===== src/logic/rac_consts.svh =====
`ifndef RAC_CONSTS_SVH
`define RAC_CONSTS_SVH

// Register byte offsets on the slave port
`define RAC_OFS_CMD 5'h00
`define RAC_OFS_RESP 5'h04
`define RAC_OFS_STATUS 5'h08
`define RAC_OFS_CTRL 5'h0c
`define RAC_OFS_MINV 5'h10
`define RAC_OFS_MAXV 5'h14

// Field positions
`define RAC_RESP_VALID_BIT 8
`define RAC_ST_AVAIL_BIT 0
`define RAC_ST_REJECT_BIT 1
`define RAC_ST_BUSY_BIT 2
`define RAC_ST_REMOTE_BIT 3
`define RAC_CTRL_REMOTE_BIT 0

// Reset values; gain and voltages in signed tenths, remote as a single bit
`define RAC_GAIN_RESET 11'sd100
`define RAC_VREF_RESET 11'sd0
`define RAC_MINV_RESET 11'sd0
`define RAC_MAXV_RESET 11'sd100
`define RAC_REMOTE_RESET 1'b1

// Limits in tenths
`define RAC_GAIN_MIN 11'sd100
`define RAC_GAIN_MAX 11'sd600
`define RAC_LEVEL_LIMIT 10'd600

// Character codes
`define RAC_CH_QUERY 8'h3f
`define RAC_CH_SET 8'h24
`define RAC_CH_PLUS 8'h2b
`define RAC_CH_MINUS 8'h2d
`define RAC_CH_POINT 8'h2e
`define RAC_CH_LESS 8'h3c
`define RAC_CH_EQUAL 8'h3d
`define RAC_CH_ZERO 8'h30
`define RAC_CH_ONE 8'h31
`define RAC_CH_SPACE 8'h20
`define RAC_CH_TILDE 8'h7e

// Three-letter item codes
`define RAC_CODE_MODE 24'h52454d
`define RAC_CODE_GAIN 24'h524647
`define RAC_CODE_LEVEL 24'h52464c
`define RAC_CODE_VREF 24'h524656
`define RAC_CODE_TITLE 24'h52544c

// Lengths
`define RAC_NUM_LEN 6'd5
`define RAC_TITLE_LEN 6'd32
`define RAC_ACK_LEN 6'd4

`endif


===== src/logic/rac_pkg.sv =====
`default_nettype none
package rac_pkg;
  typedef enum logic [1:0] {
    ST_IDLE = 2'b00,
    ST_CODE = 2'b01,
    ST_FIELD = 2'b10,
    ST_EXEC = 2'b11
  } rac_state_t;

  typedef enum logic [2:0] {
    IT_NONE = 3'b000,
    IT_MODE = 3'b001,
    IT_GAIN = 3'b010,
    IT_LEVEL = 3'b011,
    IT_VREF = 3'b100,
    IT_TITLE = 3'b101
  } rac_item_t;
endpackage
`default_nettype wire


===== src/logic/rac_field_if.sv =====
`default_nettype none
interface rac_field_if;
  logic [39:0] fieldChars;
  logic fieldOk;
  logic signed [10:0] fieldVal;
  logic [9:0] encMag;
  logic [23:0] encDigits;
  modport conv (input fieldChars, input encMag,
                output fieldOk, output fieldVal, output encDigits);
  modport user (output fieldChars, output encMag,
                input fieldOk, input fieldVal, input encDigits);
endinterface
`default_nettype wire


===== src/logic/rac_cmd_parser.sv =====
// What this block does
// Mode item query-only, replies '0' local '1' remote
// Local mode answers queries, refuses all sets
// Gain set takes signed five-character field, short ack
// Gain reply: sign, two digits, point, digit
// Gain set accepted only +10.0 to +60.0
// Level query-only, '<' below -60.0 else '='
// Level sign always '-', clamped 60.0 below limit
// Voltage set takes signed five-character field, short ack
// Voltage reply signed; set within min..max tracking
// Title set carries exactly 32 characters, short ack
// Title query returns code and stored title
// Bad or out-of-range set leaves settings unchanged
// Replies echo prefix and three-letter code
//
// The address map and register access over Avalon-MM were chosen for this implementation.
`include "rac_consts.svh"
`default_nettype none
module rac_cmd_parser #(
  parameter int TITLE_LEN = 32
) (
  input wire logic clk,
  input wire logic rst,
  input wire logic [4:0] avs_address,
  input wire logic avs_read,
  input wire logic avs_write,
  input wire logic [31:0] avs_writedata,
  output logic [31:0] avs_readdata,
  output logic avs_waitrequest,
  input wire logic [9:0] rfLevelMag,
  output logic signed [10:0] rfGain,
  output logic signed [10:0] refVoltage
);
  localparam int RESP_MAX = TITLE_LEN + 4;

  rac_field_if fi ();
  rac_field_conv u_conv (.fi(fi));

  rac_pkg::rac_state_t st_q;
  rac_pkg::rac_item_t item_q, itemNew;
  logic waitreq_q;
  logic [31:0] rdata_q;
  logic [7:0] prefix_q;
  logic [15:0] code_q;
  logic [5:0] cnt_q, fieldNeed;
  logic [7:0] fieldMem [0:TITLE_LEN-1];
  logic [7:0] titleMem [0:TITLE_LEN-1];
  logic [7:0] respMem [0:RESP_MAX-1];
  logic [5:0] respLen_q, rdPtr_q;
  logic signed [10:0] gain_q, vref_q, minV_q, maxV_q;
  logic remote_q, reject_q;
  logic [TITLE_LEN-1:0] titleOk;
  logic doWr, doRd, byteIn, isQuery, setOk, accept, below, respAvail;
  logic [7:0] inByte;
  logic [9:0] levelShown;

  assign avs_waitrequest = waitreq_q;
  assign avs_readdata = rdata_q;
  assign rfGain = gain_q;
  assign refVoltage = vref_q;

  // An access completes in the cycle where waitrequest is low
  assign doWr = avs_write && !waitreq_q;
  assign doRd = avs_read && !waitreq_q;
  assign byteIn = doWr && (avs_address == `RAC_OFS_CMD);
  assign inByte = avs_writedata[7:0];
  assign respAvail = rdPtr_q < respLen_q;
  assign isQuery = prefix_q == `RAC_CH_QUERY;
  assign below = rfLevelMag > `RAC_LEVEL_LIMIT;
  assign levelShown = below ? `RAC_LEVEL_LIMIT : rfLevelMag;

  // One wait state per access; read data is set up in the wait cycle
  always_ff @(posedge clk) begin
    if (rst) begin
      waitreq_q <= 1'b1;
    end else if ((avs_read || avs_write) && waitreq_q) begin
      waitreq_q <= 1'b0;
    end else begin
      waitreq_q <= 1'b1;
    end
  end

  // Read mux; unmapped offsets read as zero
  always_ff @(posedge clk) begin
    if (rst) begin
      rdata_q <= 32'h0;
    end else if (avs_read && waitreq_q) begin
      case (avs_address)
        `RAC_OFS_RESP: rdata_q <= {23'h0, respAvail, respMem[rdPtr_q]};
        `RAC_OFS_STATUS: rdata_q <= {28'h0, remote_q,
                                     st_q != rac_pkg::ST_IDLE, reject_q,
                                     respAvail};
        `RAC_OFS_CTRL: rdata_q <= {31'h0, remote_q};
        `RAC_OFS_MINV: rdata_q <= 32'(minV_q);
        `RAC_OFS_MAXV: rdata_q <= 32'(maxV_q);
        default: rdata_q <= 32'h0;
      endcase
    end
  end

  // Control registers written by software
  always_ff @(posedge clk) begin
    if (rst) begin
      remote_q <= `RAC_REMOTE_RESET;
      minV_q <= `RAC_MINV_RESET;
      maxV_q <= `RAC_MAXV_RESET;
    end else if (doWr) begin
      case (avs_address)
        `RAC_OFS_CTRL: remote_q <= avs_writedata[`RAC_CTRL_REMOTE_BIT];
        `RAC_OFS_MINV: minV_q <= avs_writedata[10:0];
        `RAC_OFS_MAXV: maxV_q <= avs_writedata[10:0];
        default: ;
      endcase
    end
  end

  // Item lookup from the two stored letters and the arriving third
  always_comb begin
    case ({code_q, inByte})
      `RAC_CODE_MODE: itemNew = rac_pkg::IT_MODE;
      `RAC_CODE_GAIN: itemNew = rac_pkg::IT_GAIN;
      `RAC_CODE_LEVEL: itemNew = rac_pkg::IT_LEVEL;
      `RAC_CODE_VREF: itemNew = rac_pkg::IT_VREF;
      `RAC_CODE_TITLE: itemNew = rac_pkg::IT_TITLE;
      default: itemNew = rac_pkg::IT_NONE;
    endcase
    case (itemNew)
      rac_pkg::IT_GAIN: fieldNeed = `RAC_NUM_LEN;
      rac_pkg::IT_VREF: fieldNeed = `RAC_NUM_LEN;
      rac_pkg::IT_TITLE: fieldNeed = `RAC_TITLE_LEN;
      default: fieldNeed = 6'd0;
    endcase
  end

  // Parser: prefix, three letters, then the set field if any
  always_ff @(posedge clk) begin
    if (rst) begin
      st_q <= rac_pkg::ST_IDLE;
      prefix_q <= 8'h0;
      code_q <= 16'h0;
      item_q <= rac_pkg::IT_NONE;
      cnt_q <= 6'd0;
    end else begin
      case (st_q)
        rac_pkg::ST_IDLE: begin
          // Stray bytes between commands are dropped
          if (byteIn && (inByte == `RAC_CH_QUERY ||
                         inByte == `RAC_CH_SET)) begin
            prefix_q <= inByte;
            cnt_q <= 6'd0;
            st_q <= rac_pkg::ST_CODE;
          end
        end
        rac_pkg::ST_CODE: begin
          if (byteIn) begin
            // Third letter is not shifted in: the reply echoes all three
            code_q <= (cnt_q == 6'd2) ? code_q : {code_q[7:0], inByte};
            cnt_q <= cnt_q + 6'd1;
            if (cnt_q == 6'd2) begin
              item_q <= itemNew;
              cnt_q <= 6'd0;
              // Query-only items and unknown codes take no field
              if (isQuery || fieldNeed == 6'd0) begin
                st_q <= rac_pkg::ST_EXEC;
              end else begin
                st_q <= rac_pkg::ST_FIELD;
              end
            end
          end
        end
        rac_pkg::ST_FIELD: begin
          if (byteIn) begin
            cnt_q <= cnt_q + 6'd1;
            if (cnt_q == fieldNeedOf(item_q) - 6'd1) begin
              st_q <= rac_pkg::ST_EXEC;
            end
          end
        end
        rac_pkg::ST_EXEC: st_q <= rac_pkg::ST_IDLE;
        default: st_q <= rac_pkg::ST_IDLE;
      endcase
    end
  end

  function automatic logic [5:0] fieldNeedOf(input rac_pkg::rac_item_t it);
    case (it)
      rac_pkg::IT_TITLE: fieldNeedOf = `RAC_TITLE_LEN;
      default: fieldNeedOf = `RAC_NUM_LEN;
    endcase
  endfunction

  // Field bytes land in order; no reset needed for data storage
  always_ff @(posedge clk) begin
    if (st_q == rac_pkg::ST_FIELD && byteIn) begin
      fieldMem[cnt_q[4:0]] <= inByte;
    end
  end

  // Printable check per title character; spaces are allowed
  genvar g;
  generate
    for (g = 0; g < TITLE_LEN; g++) begin : gTitle
      assign titleOk[g] = (fieldMem[g] >= `RAC_CH_SPACE) &&
                          (fieldMem[g] <= `RAC_CH_TILDE);
    end
  endgenerate

  // Numeric field view and encoder source
  assign fi.fieldChars = {fieldMem[0], fieldMem[1], fieldMem[2],
                          fieldMem[3], fieldMem[4]};
  always_comb begin
    case (item_q)
      rac_pkg::IT_LEVEL: fi.encMag = levelShown;
      rac_pkg::IT_GAIN: fi.encMag = gain_q[10] ? 10'(-gain_q) :
                                                 gain_q[9:0];
      default: fi.encMag = vref_q[10] ? 10'(-vref_q) : vref_q[9:0];
    endcase
  end

  // Acceptance; local mode refuses every set
  always_comb begin
    case (item_q)
      rac_pkg::IT_GAIN: setOk = fi.fieldOk &&
                                (fi.fieldVal >= `RAC_GAIN_MIN) &&
                                (fi.fieldVal <= `RAC_GAIN_MAX);
      rac_pkg::IT_VREF: setOk = fi.fieldOk && (fi.fieldVal >= minV_q) &&
                                (fi.fieldVal <= maxV_q);
      rac_pkg::IT_TITLE: setOk = &titleOk;
      default: setOk = 1'b0;
    endcase
    accept = isQuery ? (item_q != rac_pkg::IT_NONE) :
                       (remote_q && setOk);
  end

  // Settings change only on an accepted set
  always_ff @(posedge clk) begin
    if (rst) begin
      gain_q <= `RAC_GAIN_RESET;
      vref_q <= `RAC_VREF_RESET;
    end else if (st_q == rac_pkg::ST_EXEC && accept && !isQuery) begin
      if (item_q == rac_pkg::IT_GAIN) begin
        gain_q <= fi.fieldVal;
      end
      if (item_q == rac_pkg::IT_VREF) begin
        vref_q <= fi.fieldVal;
      end
    end
  end

  // Title store, reset to all spaces
  always_ff @(posedge clk) begin
    for (int i = 0; i < TITLE_LEN; i++) begin
      if (rst) begin
        titleMem[i] <= `RAC_CH_SPACE;
      end else if (st_q == rac_pkg::ST_EXEC && accept && !isQuery &&
                   item_q == rac_pkg::IT_TITLE) begin
        titleMem[i] <= fieldMem[i];
      end
    end
  end

  // Reply composed in one cycle; a refused command leaves no reply
  always_ff @(posedge clk) begin
    if (st_q == rac_pkg::ST_EXEC && accept) begin
      respMem[0] <= prefix_q;
      respMem[1] <= code_q[15:8];
      respMem[2] <= code_q[7:0];
      respMem[3] <= codeLast(item_q);
      if (isQuery) begin
        case (item_q)
          rac_pkg::IT_MODE:
            respMem[4] <= remote_q ? `RAC_CH_ONE : `RAC_CH_ZERO;
          rac_pkg::IT_LEVEL: begin
            respMem[4] <= below ? `RAC_CH_LESS : `RAC_CH_EQUAL;
            respMem[5] <= `RAC_CH_MINUS;
            respMem[6] <= fi.encDigits[23:16];
            respMem[7] <= fi.encDigits[15:8];
            respMem[8] <= `RAC_CH_POINT;
            respMem[9] <= fi.encDigits[7:0];
          end
          rac_pkg::IT_GAIN, rac_pkg::IT_VREF: begin
            respMem[4] <= ((item_q == rac_pkg::IT_GAIN) ? gain_q[10] :
                           vref_q[10]) ? `RAC_CH_MINUS : `RAC_CH_PLUS;
            respMem[5] <= fi.encDigits[23:16];
            respMem[6] <= fi.encDigits[15:8];
            respMem[7] <= `RAC_CH_POINT;
            respMem[8] <= fi.encDigits[7:0];
          end
          rac_pkg::IT_TITLE: begin
            for (int i = 0; i < TITLE_LEN; i++) begin
              respMem[i + 4] <= titleMem[i];
            end
          end
          default: ;
        endcase
      end
    end
  end

  // The code register holds only two letters; recover the third
  function automatic logic [7:0] codeLast(input rac_pkg::rac_item_t it);
    case (it)
      rac_pkg::IT_MODE: codeLast = 8'h4d;
      rac_pkg::IT_GAIN: codeLast = 8'h47;
      rac_pkg::IT_VREF: codeLast = 8'h56;
      default: codeLast = 8'h4c;
    endcase
  endfunction

  // Reply length and read pointer; a new reply replaces the old one
  always_ff @(posedge clk) begin
    if (rst) begin
      respLen_q <= 6'd0;
      rdPtr_q <= 6'd0;
    end else if (st_q == rac_pkg::ST_EXEC) begin
      rdPtr_q <= 6'd0;
      if (!accept) begin
        respLen_q <= 6'd0;
      end else if (!isQuery) begin
        respLen_q <= `RAC_ACK_LEN;
      end else begin
        case (item_q)
          rac_pkg::IT_MODE: respLen_q <= 6'd5;
          rac_pkg::IT_LEVEL: respLen_q <= 6'd10;
          rac_pkg::IT_TITLE: respLen_q <= 6'(RESP_MAX);
          default: respLen_q <= 6'd9;
        endcase
      end
    end else if (doRd && avs_address == `RAC_OFS_RESP && respAvail) begin
      rdPtr_q <= rdPtr_q + 6'd1;
    end
  end

  // Outcome of the last command, for software to poll
  always_ff @(posedge clk) begin
    if (rst) begin
      reject_q <= 1'b0;
    end else if (st_q == rac_pkg::ST_EXEC) begin
      reject_q <= !accept;
    end
  end

  a_wait_one_state: assert property (@(posedge clk) disable iff (rst)
    (avs_read || avs_write) && avs_waitrequest |=> !avs_waitrequest)
    else $error("access not answered after one wait state");
  a_local_no_set: assert property (@(posedge clk) disable iff (rst)
    st_q == rac_pkg::ST_EXEC && !isQuery && !remote_q
    |=> $stable(rfGain) && $stable(refVoltage) && respLen_q == 6'd0)
    else $error("set took effect in local mode");
  a_gain_in_range: assert property (@(posedge clk) disable iff (rst)
    rfGain >= `RAC_GAIN_MIN && rfGain <= `RAC_GAIN_MAX)
    else $error("gain outside accepted range");
  a_mode_reply: assert property (@(posedge clk) disable iff (rst)
    st_q == rac_pkg::ST_EXEC && isQuery && item_q == rac_pkg::IT_MODE
    |=> respLen_q == 6'd5 &&
        respMem[4] == ($past(remote_q) ? `RAC_CH_ONE : `RAC_CH_ZERO))
    else $error("mode reply wrong");
  a_level_qual: assert property (@(posedge clk) disable iff (rst)
    st_q == rac_pkg::ST_EXEC && isQuery && item_q == rac_pkg::IT_LEVEL
    |=> respMem[4] == ($past(below) ? `RAC_CH_LESS : `RAC_CH_EQUAL))
    else $error("level qualifier wrong");
  a_level_clamp: assert property (@(posedge clk) disable iff (rst)
    st_q == rac_pkg::ST_EXEC && isQuery && item_q == rac_pkg::IT_LEVEL &&
    below |=> respMem[5] == `RAC_CH_MINUS && respMem[6] == 8'h36 &&
              respMem[7] == `RAC_CH_ZERO && respMem[9] == `RAC_CH_ZERO)
    else $error("level below limit not shown as 60.0");
  a_gain_format: assert property (@(posedge clk) disable iff (rst)
    st_q == rac_pkg::ST_EXEC && isQuery && item_q == rac_pkg::IT_GAIN
    |=> respLen_q == 6'd9 && respMem[7] == `RAC_CH_POINT &&
        respMem[4] == `RAC_CH_PLUS)
    else $error("gain reply format wrong");
  a_vref_bounds: assert property (@(posedge clk) disable iff (rst)
    $changed(refVoltage) |-> refVoltage >= $past(minV_q) &&
                             refVoltage <= $past(maxV_q))
    else $error("voltage accepted outside tracking limits");
  a_set_ack: assert property (@(posedge clk) disable iff (rst)
    st_q == rac_pkg::ST_EXEC && !isQuery && accept
    |=> respLen_q == `RAC_ACK_LEN && respMem[0] == `RAC_CH_SET)
    else $error("set acknowledge wrong");
  a_title_reply: assert property (@(posedge clk) disable iff (rst)
    st_q == rac_pkg::ST_EXEC && isQuery && item_q == rac_pkg::IT_TITLE
    |=> respLen_q == 6'd36 && respMem[4] == titleMem[0] &&
        respMem[RESP_MAX-1] == titleMem[TITLE_LEN-1])
    else $error("title reply length wrong");
  a_reject_keeps: assert property (@(posedge clk) disable iff (rst)
    st_q == rac_pkg::ST_EXEC && !accept
    |=> $stable(rfGain) && $stable(refVoltage) && reject_q)
    else $error("rejected command changed state");
endmodule
`default_nettype wire


===== src/logic/rac_field_conv.sv =====
`include "rac_consts.svh"
`default_nettype none
module rac_field_conv (
  rac_field_if.conv fi
);
  logic [7:0] c0, c1, c2, c3, c4;
  logic [9:0] mag;
  logic [3:0] hund, tens, ones;

  // Split the five-character signed field, first character highest
  assign c0 = fi.fieldChars[39:32];
  assign c1 = fi.fieldChars[31:24];
  assign c2 = fi.fieldChars[23:16];
  assign c3 = fi.fieldChars[15:8];
  assign c4 = fi.fieldChars[7:0];

  function automatic logic isDigit(input logic [7:0] c);
    isDigit = (c >= `RAC_CH_ZERO) && (c <= 8'h39);
  endfunction

  // Shape check: sign, digit, digit, point, digit
  assign fi.fieldOk = ((c0 == `RAC_CH_PLUS) || (c0 == `RAC_CH_MINUS)) &&
                      isDigit(c1) && isDigit(c2) &&
                      (c3 == `RAC_CH_POINT) && isDigit(c4);

  // Value in tenths; only meaningful while fieldOk is high
  assign mag = 10'(c1[3:0]) * 10'd100 + 10'(c2[3:0]) * 10'd10 +
               10'(c4[3:0]);
  assign fi.fieldVal = (c0 == `RAC_CH_MINUS) ? -$signed({1'b0, mag}) :
                       $signed({1'b0, mag});

  // Encoder to three ASCII digits, most significant first
  assign hund = 4'(fi.encMag / 10'd100);
  assign tens = 4'((fi.encMag / 10'd10) % 10'd10);
  assign ones = 4'(fi.encMag % 10'd10);
  assign fi.encDigits = {4'h3, hund, 4'h3, tens, 4'h3, ones};
endmodule
`default_nettype wire


===== config.mk =====
export PLATFORM = sky130hd
export DESIGN_NAME = rac_cmd_parser
export DESIGN_NICKNAME = d
export VERILOG_FILES = /design/src/logic/rac_pkg.sv /design/src/logic/rac_field_if.sv /design/src/logic/rac_cmd_parser.sv /design/src/logic/rac_field_conv.sv
export VERILOG_INCLUDE_DIRS = /design/src /design/src/logic
export SDC_FILE = /design/constraint.sdc
export NUM_CORES = 1
export LEC_CHECK = 0
export BUFFER_PORTS_ARGS = -buffer_cell sky130_fd_sc_hd__buf_2
export CORE_MARGIN = 2
export CORE_UTILIZATION = 40
export DETAILED_ROUTE_END_ITERATION = 10
export PLACE_DENSITY = 0.56
export SYNTH_ARGS = -nofsm -noshare
export SYNTH_HDL_FRONTEND = slang
export SYNTH_SLANG_ARGS = --single-unit

===== constraint.sdc =====
create_clock -name clk -period 13.5 [get_ports clk]
set_input_delay 3.375 -clock clk [delete_from_list [all_inputs] [get_ports clk]]
set_output_delay 3.375 -clock clk [all_outputs]
set_load 0.1 [all_outputs]

==> metrics, run 1 <==
clock insertion delay at the later pin of the skew report 650 ps; Boundary Pins 106; critical path's top delay family compound AO/OA/AOI/OAI gates; 1st-iter DRT viols 2050; Async S/R FF share, synth 0; hpwl dp 65100 um; clk buf depth 3; post-cts resize count 0; DR vias/cell 5.49; DRC Markers 0; Worst R2R Path Depth 29; Core Region 95200 um^2; fin nets 2946; Hold Path End respMem[11][6]; Post-Route Skew 30.1 ps; TritonCTS Sinks 906; DIE AREA just under 100000 um^2; RSZ-0062 raised after global routing false; WS Path Type in2reg; hold_sp titleMem[0][62]; met2 GRT Util 0.334; Fill cells 8373; post-route insts no fill 4151; Seq/Total Area, Yosys 0.680; Synth cell types 105; final wirelength about 100000 um; sequential standard cell area 26100 um^2; Pre-antenna DRT Iters 9; GRT overflow 0; final period utilization 0.783; CTS tree done; ys flop type edfxtp_1; row cnt about 110; worst rel slew slack 0.214; GRT busiest layer met2; worst r2r dst titleMem[1][3]; port bufs 84; final max-slew violation count 0; post-synth top area cell edfxtp_1; post-layout minimum cycle time 10570 ps; critical path's largest stage delay 650 ps; number of synthesized register bits 906; area growth from synthesis to layout 12.2%; RR Startpoint fieldMem[2][3]; worst path required time 13880 ps; Post-Place Cells 3984; R2R setup slack 4510 ps; synth cell count leaders edfxtp_1, nand2_1, and2_1, nor2_1, a21oi_1; Hold Crit Class reg2reg; Pleak 0.0142 uW; most numerous cell in the Yosys netlist edfxtp_1; Crit path arrival time 10960 ps; drt wl/cell 23.4 um; # diodes 0; Final Wtd Congestion between 0.8 and 0.9; final setup fails 0; Setup Buffers After CTS 0; GRT Total Usage 0.197; number of enable flip-flop cells after synthesis 796; Worst Tran Pin Value 1170 ps; buffers and inverters on the worst path 3; area of the multi-input gates between 10000 and 15000 um^2; f_max approximately 0.095 GHz; CP Launch Type input port; met3 Use GR 0.0235; Synth area leaders edfxtp_1, dfxtp_1, mux4_2; initial antenna violation count 2; first-pass GRT wire length between 100000 and 150000 um; max-cap violations 0; H-tree depth 3; Worst path slowest cell a221oi_4; vias in the first global route 23000; Power Dens Cells 130 nW/um^2; antenna viol nets, final 0; total CTS buffers 92; met1 Usage GRT 0.263; worst hold stages 0; Peak supply drop approximately 0.00011 V; Avg Inst Size Synth 14.2 um^2; setup_tns 0 ps; crit end category flop; hold_buf cts 0; DR vias 22800; Root Driver clkbuf_16; die width approximately 310 um; status complete, no violations; Mapped Cells 2709; Die Ht 314 um; synthesized area 38400 um^2; Hold Vio Cnt, Final 0; layout cell share with drive strength beyond 1 0.131; largest net degree at the start of global routing 172; initial core utilization 0.404; share of Yosys cell area claimed by the top area cell type 0.622; synth warn 0; register clock-pin slew on the reported worst setup and hold paths around 60 ps; worst-path maximum fanout 11
==> final cells by class <==
class / instances / area share
clock buffers: 109 / 0.0549
multi-input cells: 1617 / 0.268
repair buffers: 119 / 0.0162
well taps: 1265 / 0.0367
clock inverters: 58 / 0.0117
flip-flops and latches: 906 / 0.606
inverters: 77 / 0.00688
==> cell usage in the layout, fill, tap and decap left out, types with 9 or more instances in the layout <==
cell / count
a21oi_1: 124
ha_1: 77
buf_2: 83
nor2_1: 190
a21o_1: 9
conb_1: 32
mux2i_1: 41
a211oi_1: 16
clkinv_1: 26
and2_1: 193
o21a_1: 15
clkbuf_1: 17
clkbuf_16: 92
clkinv_2: 15
o22ai_1: 31
nand4_1: 48
xor2_1: 13
edfxtp_1: 796
nand2_1: 193
or3_1: 57
a31oi_1: 14
o21ai_0: 67
and3_1: 24
inv_1: 75
dfxtp_1: 108
o21ai_1: 12
nor4_1: 22
mux4_2: 82
nor2b_1: 14
and4_1: 15
buf_4: 35
nand2b_1: 10
o211ai_1: 16
xnor2_1: 33
nor3_1: 45
nand3_1: 43
==> worst max-delay path by stage <==
stage / start / to / cells past startpoint
after global placement: rfLevelMag[5] / respMem[6][1] / 31
after detailed placement: rfLevelMag[5] / respMem[6][1] / 31
final: rfLevelMag[5] / respMem[6][1] / 31
after global routing: rfLevelMag[9] / respMem[6][1] / 31
after floorplan: fieldMem[2][1] / titleMem[0][0] / 28
after CTS: rfLevelMag[5] / respMem[6][1] / 31
==> metal layers <==
layer	routed length [um]	up-vias
li1	-	10500
met1	42300	11500
met2	47800	644
met3	4630	129
met4	2470	2
met5	13	-
==> report_power, final <==
group	switching [uW]	internal (uW)	total [uW]
clock	1040	1400	2440
combinational	67.9	14.9	82.8
sequential	12.4	3080	3090
==> cell families (layout without fill, tap and decap cells) <==
logic type               Yosys count  in the layout  synth area share
AO/OA/AOI/OAI                    414            414            0.0721
other                              1             32         0.0000976
adder cells (fa/ha/maj)           85             85            0.0285
multiplexers                     128            128            0.0603
AND/OR/NAND/NOR                  912            912             0.125
buffers and inverters            217            363            0.0240
flip-flops                       906            906             0.680
XOR/XNOR                          46             46            0.0105
==> stage by stage <==
step	total power, uW	hold WS, ps	instance area, um^2	setup slack [ps]	utilization
after global placement	3230	401	40200	2510	0.423
after detailed placement	3230	405	40200	2470	0.423
after CTS	5660	398	43100	3080	0.453
final	5610	406	43100	2930	0.453
after global routing	5780	408	43100	2470	0.453
after floorplan	3190	400	38500	2390	-
==> state kept, by name, summed over array words and instances, names as in the netlist, 16 cells and up, named ones only <==
signal	flops
titleMem	256
respMem	284
fieldMem	256
code_q	16
==> worst register-to-register path: cells and delay by family (launching register included) <==
kind	cells	cell delay [ps]
buffers and inverters	4	1760
adders and majority gates	6	1940
DFF	1	510
and+or+nand+nor	9	2940
AOI/OAI and AO/OA	9	1520
xor gates and xnor gates	1	180
Note: power is estimated with default switching activity, not from simulation.
==> run 2, diff against run 1 <==
--- a/config.mk
+++ b/config.mk
@@ -6,6 +6,7 @@
 export SDC_FILE = /design/constraint.sdc
 export NUM_CORES = 1
 export LEC_CHECK = 0
+export ABC_AREA = 1
 export BUFFER_PORTS_ARGS = -buffer_cell sky130_fd_sc_hd__buf_2
 export CORE_MARGIN = 2
 export CORE_UTILIZATION = 40
==> constraint.sdc (replaced) <==
create_clock -name clk -period 10.6 [get_ports clk]
set_input_delay 2.65 -clock clk [delete_from_list [all_inputs] [get_ports clk]]
set_output_delay 2.65 -clock clk [all_outputs]
set_load 0.1 [all_outputs]
==> run 2 against run 1 <==
  * Clock skew grew 13 ps
  * Critical path depth shrank 1
  * Core utilization grew 0.21 points
  * Sequential share of layout area shrank 0.29 points
  * Largest cell class unchanged
==> metrics, run 2 <==
1st-iter DRT viols 2081; Final Wtd Congestion 0.871; hold_buf cts 0; setup_tns 0 ps; met2 WL approximately 46000 um; GRT overflow 0; synth cell count leaders edfxtp_1, nor2_1, inv_1, nand2_1, nand3_1; DRC Markers 0; row cnt 113; Worst R2R Path Depth 30; critical path's largest stage delay 900 ps; share of Yosys cell area claimed by the top area cell type 0.622; DIE AREA 98600 um^2; ys flop type edfxtp_1; register clock-pin slew on the reported worst setup and hold paths 60 ps; first-pass GRT wire length roughly 140000 um; hpwl dp 64700 um; final period utilization 0.828; Synth cell types 71; final max-slew violation count 0; post-cts resize count 0; Top Metal Used met4; GRT Total Usage 0.195; vias in the first global route approximately 24000; area growth from synthesis to layout 12.7%; RR Startpoint fieldMem[2][1]; largest registers respMem (284), fieldMem (256), titleMem (256); Peak supply drop approximately 0.00012 V; synthesized area 38400 um^2; Die Ht around 310 um; Final Cell Area approximately 43000 um^2; final setup fails 0; max-cap violations 0; Seq/Total Area, Yosys 0.679; Hold Vio Cnt, Final 0; Pleak about 0.017 uW; Top reg by flops respMem; most frequent cells in the layout edfxtp_1, nor2_1, inv_1; number of enable flip-flop cells after synthesis ~800; Worst path slowest cell inv_1; Fill cells 8614; DR vias 24700; total CTS buffers 93; antenna viol nets, final 0; Pre-antenna DRT Iters 6; final wirelength 96700 um; number of flip-flops in the largest register about 280; TritonCTS Sinks slightly above 900; crit end category flop; worst hold stages 0; WL met1 43300 um; most numerous cell in the Yosys netlist edfxtp_1; Synth area leaders edfxtp_1, dfxtp_1, nor2_1; R2R setup slack about 1800 ps; Async S/R FF share, synth 0; Worst Tran Pin Value 1260 ps; WS Path Type reg2reg; DR vias/cell between 5 and 6; met3 WL post-DR 4980 um; fin nets 3653; dpl cell area 40400 um^2; worst rel slew slack 0.153; drt wl/cell a little under 20 um; layout cell share with drive strength beyond 1 0.102; Root Driver clkbuf_16; Setup Buffers After CTS 0; port bufs 84; Mapped Cells around 3400; largest net degree at the start of global routing 173; die width 314 um; Avg Inst Size Synth around 11 um^2; CTS tree done; Post-Place Cells 4690; post-layout minimum cycle time 8770 ps; clk buf depth 3; initial antenna violation count 2; worst r2r dst respMem[6][2]; synth warn 0; Power Dens Cells between 150 and 200 nW/um^2; initial core utilization 0.404; Hold Path End respMem[35][0]; Boundary Pins 106; worst path required time roughly 11000 ps; post-route insts no fill 4861; number of synthesized register bits 906; CP Launch Type flop; H-tree depth 3; worst-path maximum fanout 30; RSZ-0062 raised after global routing false; f_max 0.114 GHz; most common cell after layout, fill and taps aside edfxtp_1; status complete, no violations; clock insertion delay at the later pin of the skew report 660 ps; Hold Crit Class reg2reg; Core Region 95200 um^2; Crit path arrival time 9180 ps; post-synth top area cell edfxtp_1; Post-Route Skew 43.2 ps; hold_sp titleMem[3][56]
==> run 2: cell types whose count changed after synthesis, moves of 21 or more <==
| cell | before | now |
|---|---|---|
| o21ai_0 | 67 | 124 |
| xnor2_1 | 33 | 7 |
| mux2i_1 | 41 | 0 |
| inv_1 | 75 | 445 |
| and3_1 | 24 | 3 |
| or2_2 | 4 | 29 |
| nand2_2 | 0 | 28 |
| o211ai_1 | 16 | 70 |
| mux4_2 | 82 | 0 |
| nand3_1 | 43 | 224 |
| nor2_1 | 191 | 480 |
| or3_1 | 57 | 1 |
| and2_1 | 193 | 2 |
| nand2_1 | 194 | 440 |
==> run 2: cell type report <==
| cell class | count | area (um^2) | area share |
|---|---|---|---|
| multi-input combinational | 1931 | 10200 | 0.235 |
| clock inverter | 56 | 459 | 0.0106 |
| tap | 1265 | 1580 | 0.0366 |
| inverter | 468 | 1760 | 0.0407 |
| timing repair buffer | 120 | 728 | 0.0168 |
| clock buffer | 114 | 2480 | 0.0572 |
| sequential | 906 | 26100 | 0.603 |
| antenna | 1 | 2.50 | 0.0000578 |
==> run 2: layer usage <==
metal / GRT usage / vias to the layer above
met5: 0 / -
met4: 0.0600 / 0
met3: 0.0265 / 143
met2: 0.321 / 627
met1: 0.269 / 12000
li1: - / 11900
==> run 2: worst max-delay path by stage <==
stage                        start             end
floorplan           fieldMem[2][1]  titleMem[0][0]
CTS                 fieldMem[2][1]   respMem[6][2]
global placement     rfLevelMag[8]   respMem[7][3]
global route        fieldMem[2][1]   respMem[6][2]
finish              fieldMem[2][1]   respMem[6][2]
detailed placement   rfLevelMag[8]   respMem[7][3]
==> run 2: worst max-delay path, delay by kind of cell, from the launching register on <==
| family | cells | cell delay (ps) |
|---|---|---|
| buffers and inverters | 4 | 1610 |
| xor gates and xnor gates | 3 | 950 |
| and+or+nand+nor | 8 | 1220 |
| AOI/OAI and AO/OA | 9 | 2310 |
| DFF | 1 | 510 |
| adders and majority gates | 6 | 1900 |
==> run 2: power breakdown <==
group / internal [uW] / switching, uW
Clock: 1770 / 1360
Sequential: 3900 / 12.5
Combinational: 22.1 / 100
==> run 2: cells by family (layout without fill, tap and decap cells) <==
kind of cell / after synthesis / after routing / share of synthesized area
compound gates: 416 / 416 / 0.0669
simple gates: 1373 / 1373 / 0.160
buf+inv: 587 / 758 / 0.0597
flops: 906 / 906 / 0.679
fa+ha+maj: 82 / 82 / 0.0277
xor+xnor: 28 / 28 / 0.00638
other cells: 1 / 33 / 0.0000976
==> run 2: per-stage QoR <==
stage / hold slack (ps) / util / worst slack (ps) / total power [uW]
finish: 385 / 0.455 / 1830 / 7170
global route: 406 / 0.455 / 1070 / 7380
detailed placement: 405 / 0.424 / 1330 / 4110
global placement: 400 / 0.424 / 1360 / 4110
CTS: 384 / 0.455 / 1730 / 7240
floorplan: 400 / - / 1650 / 4050
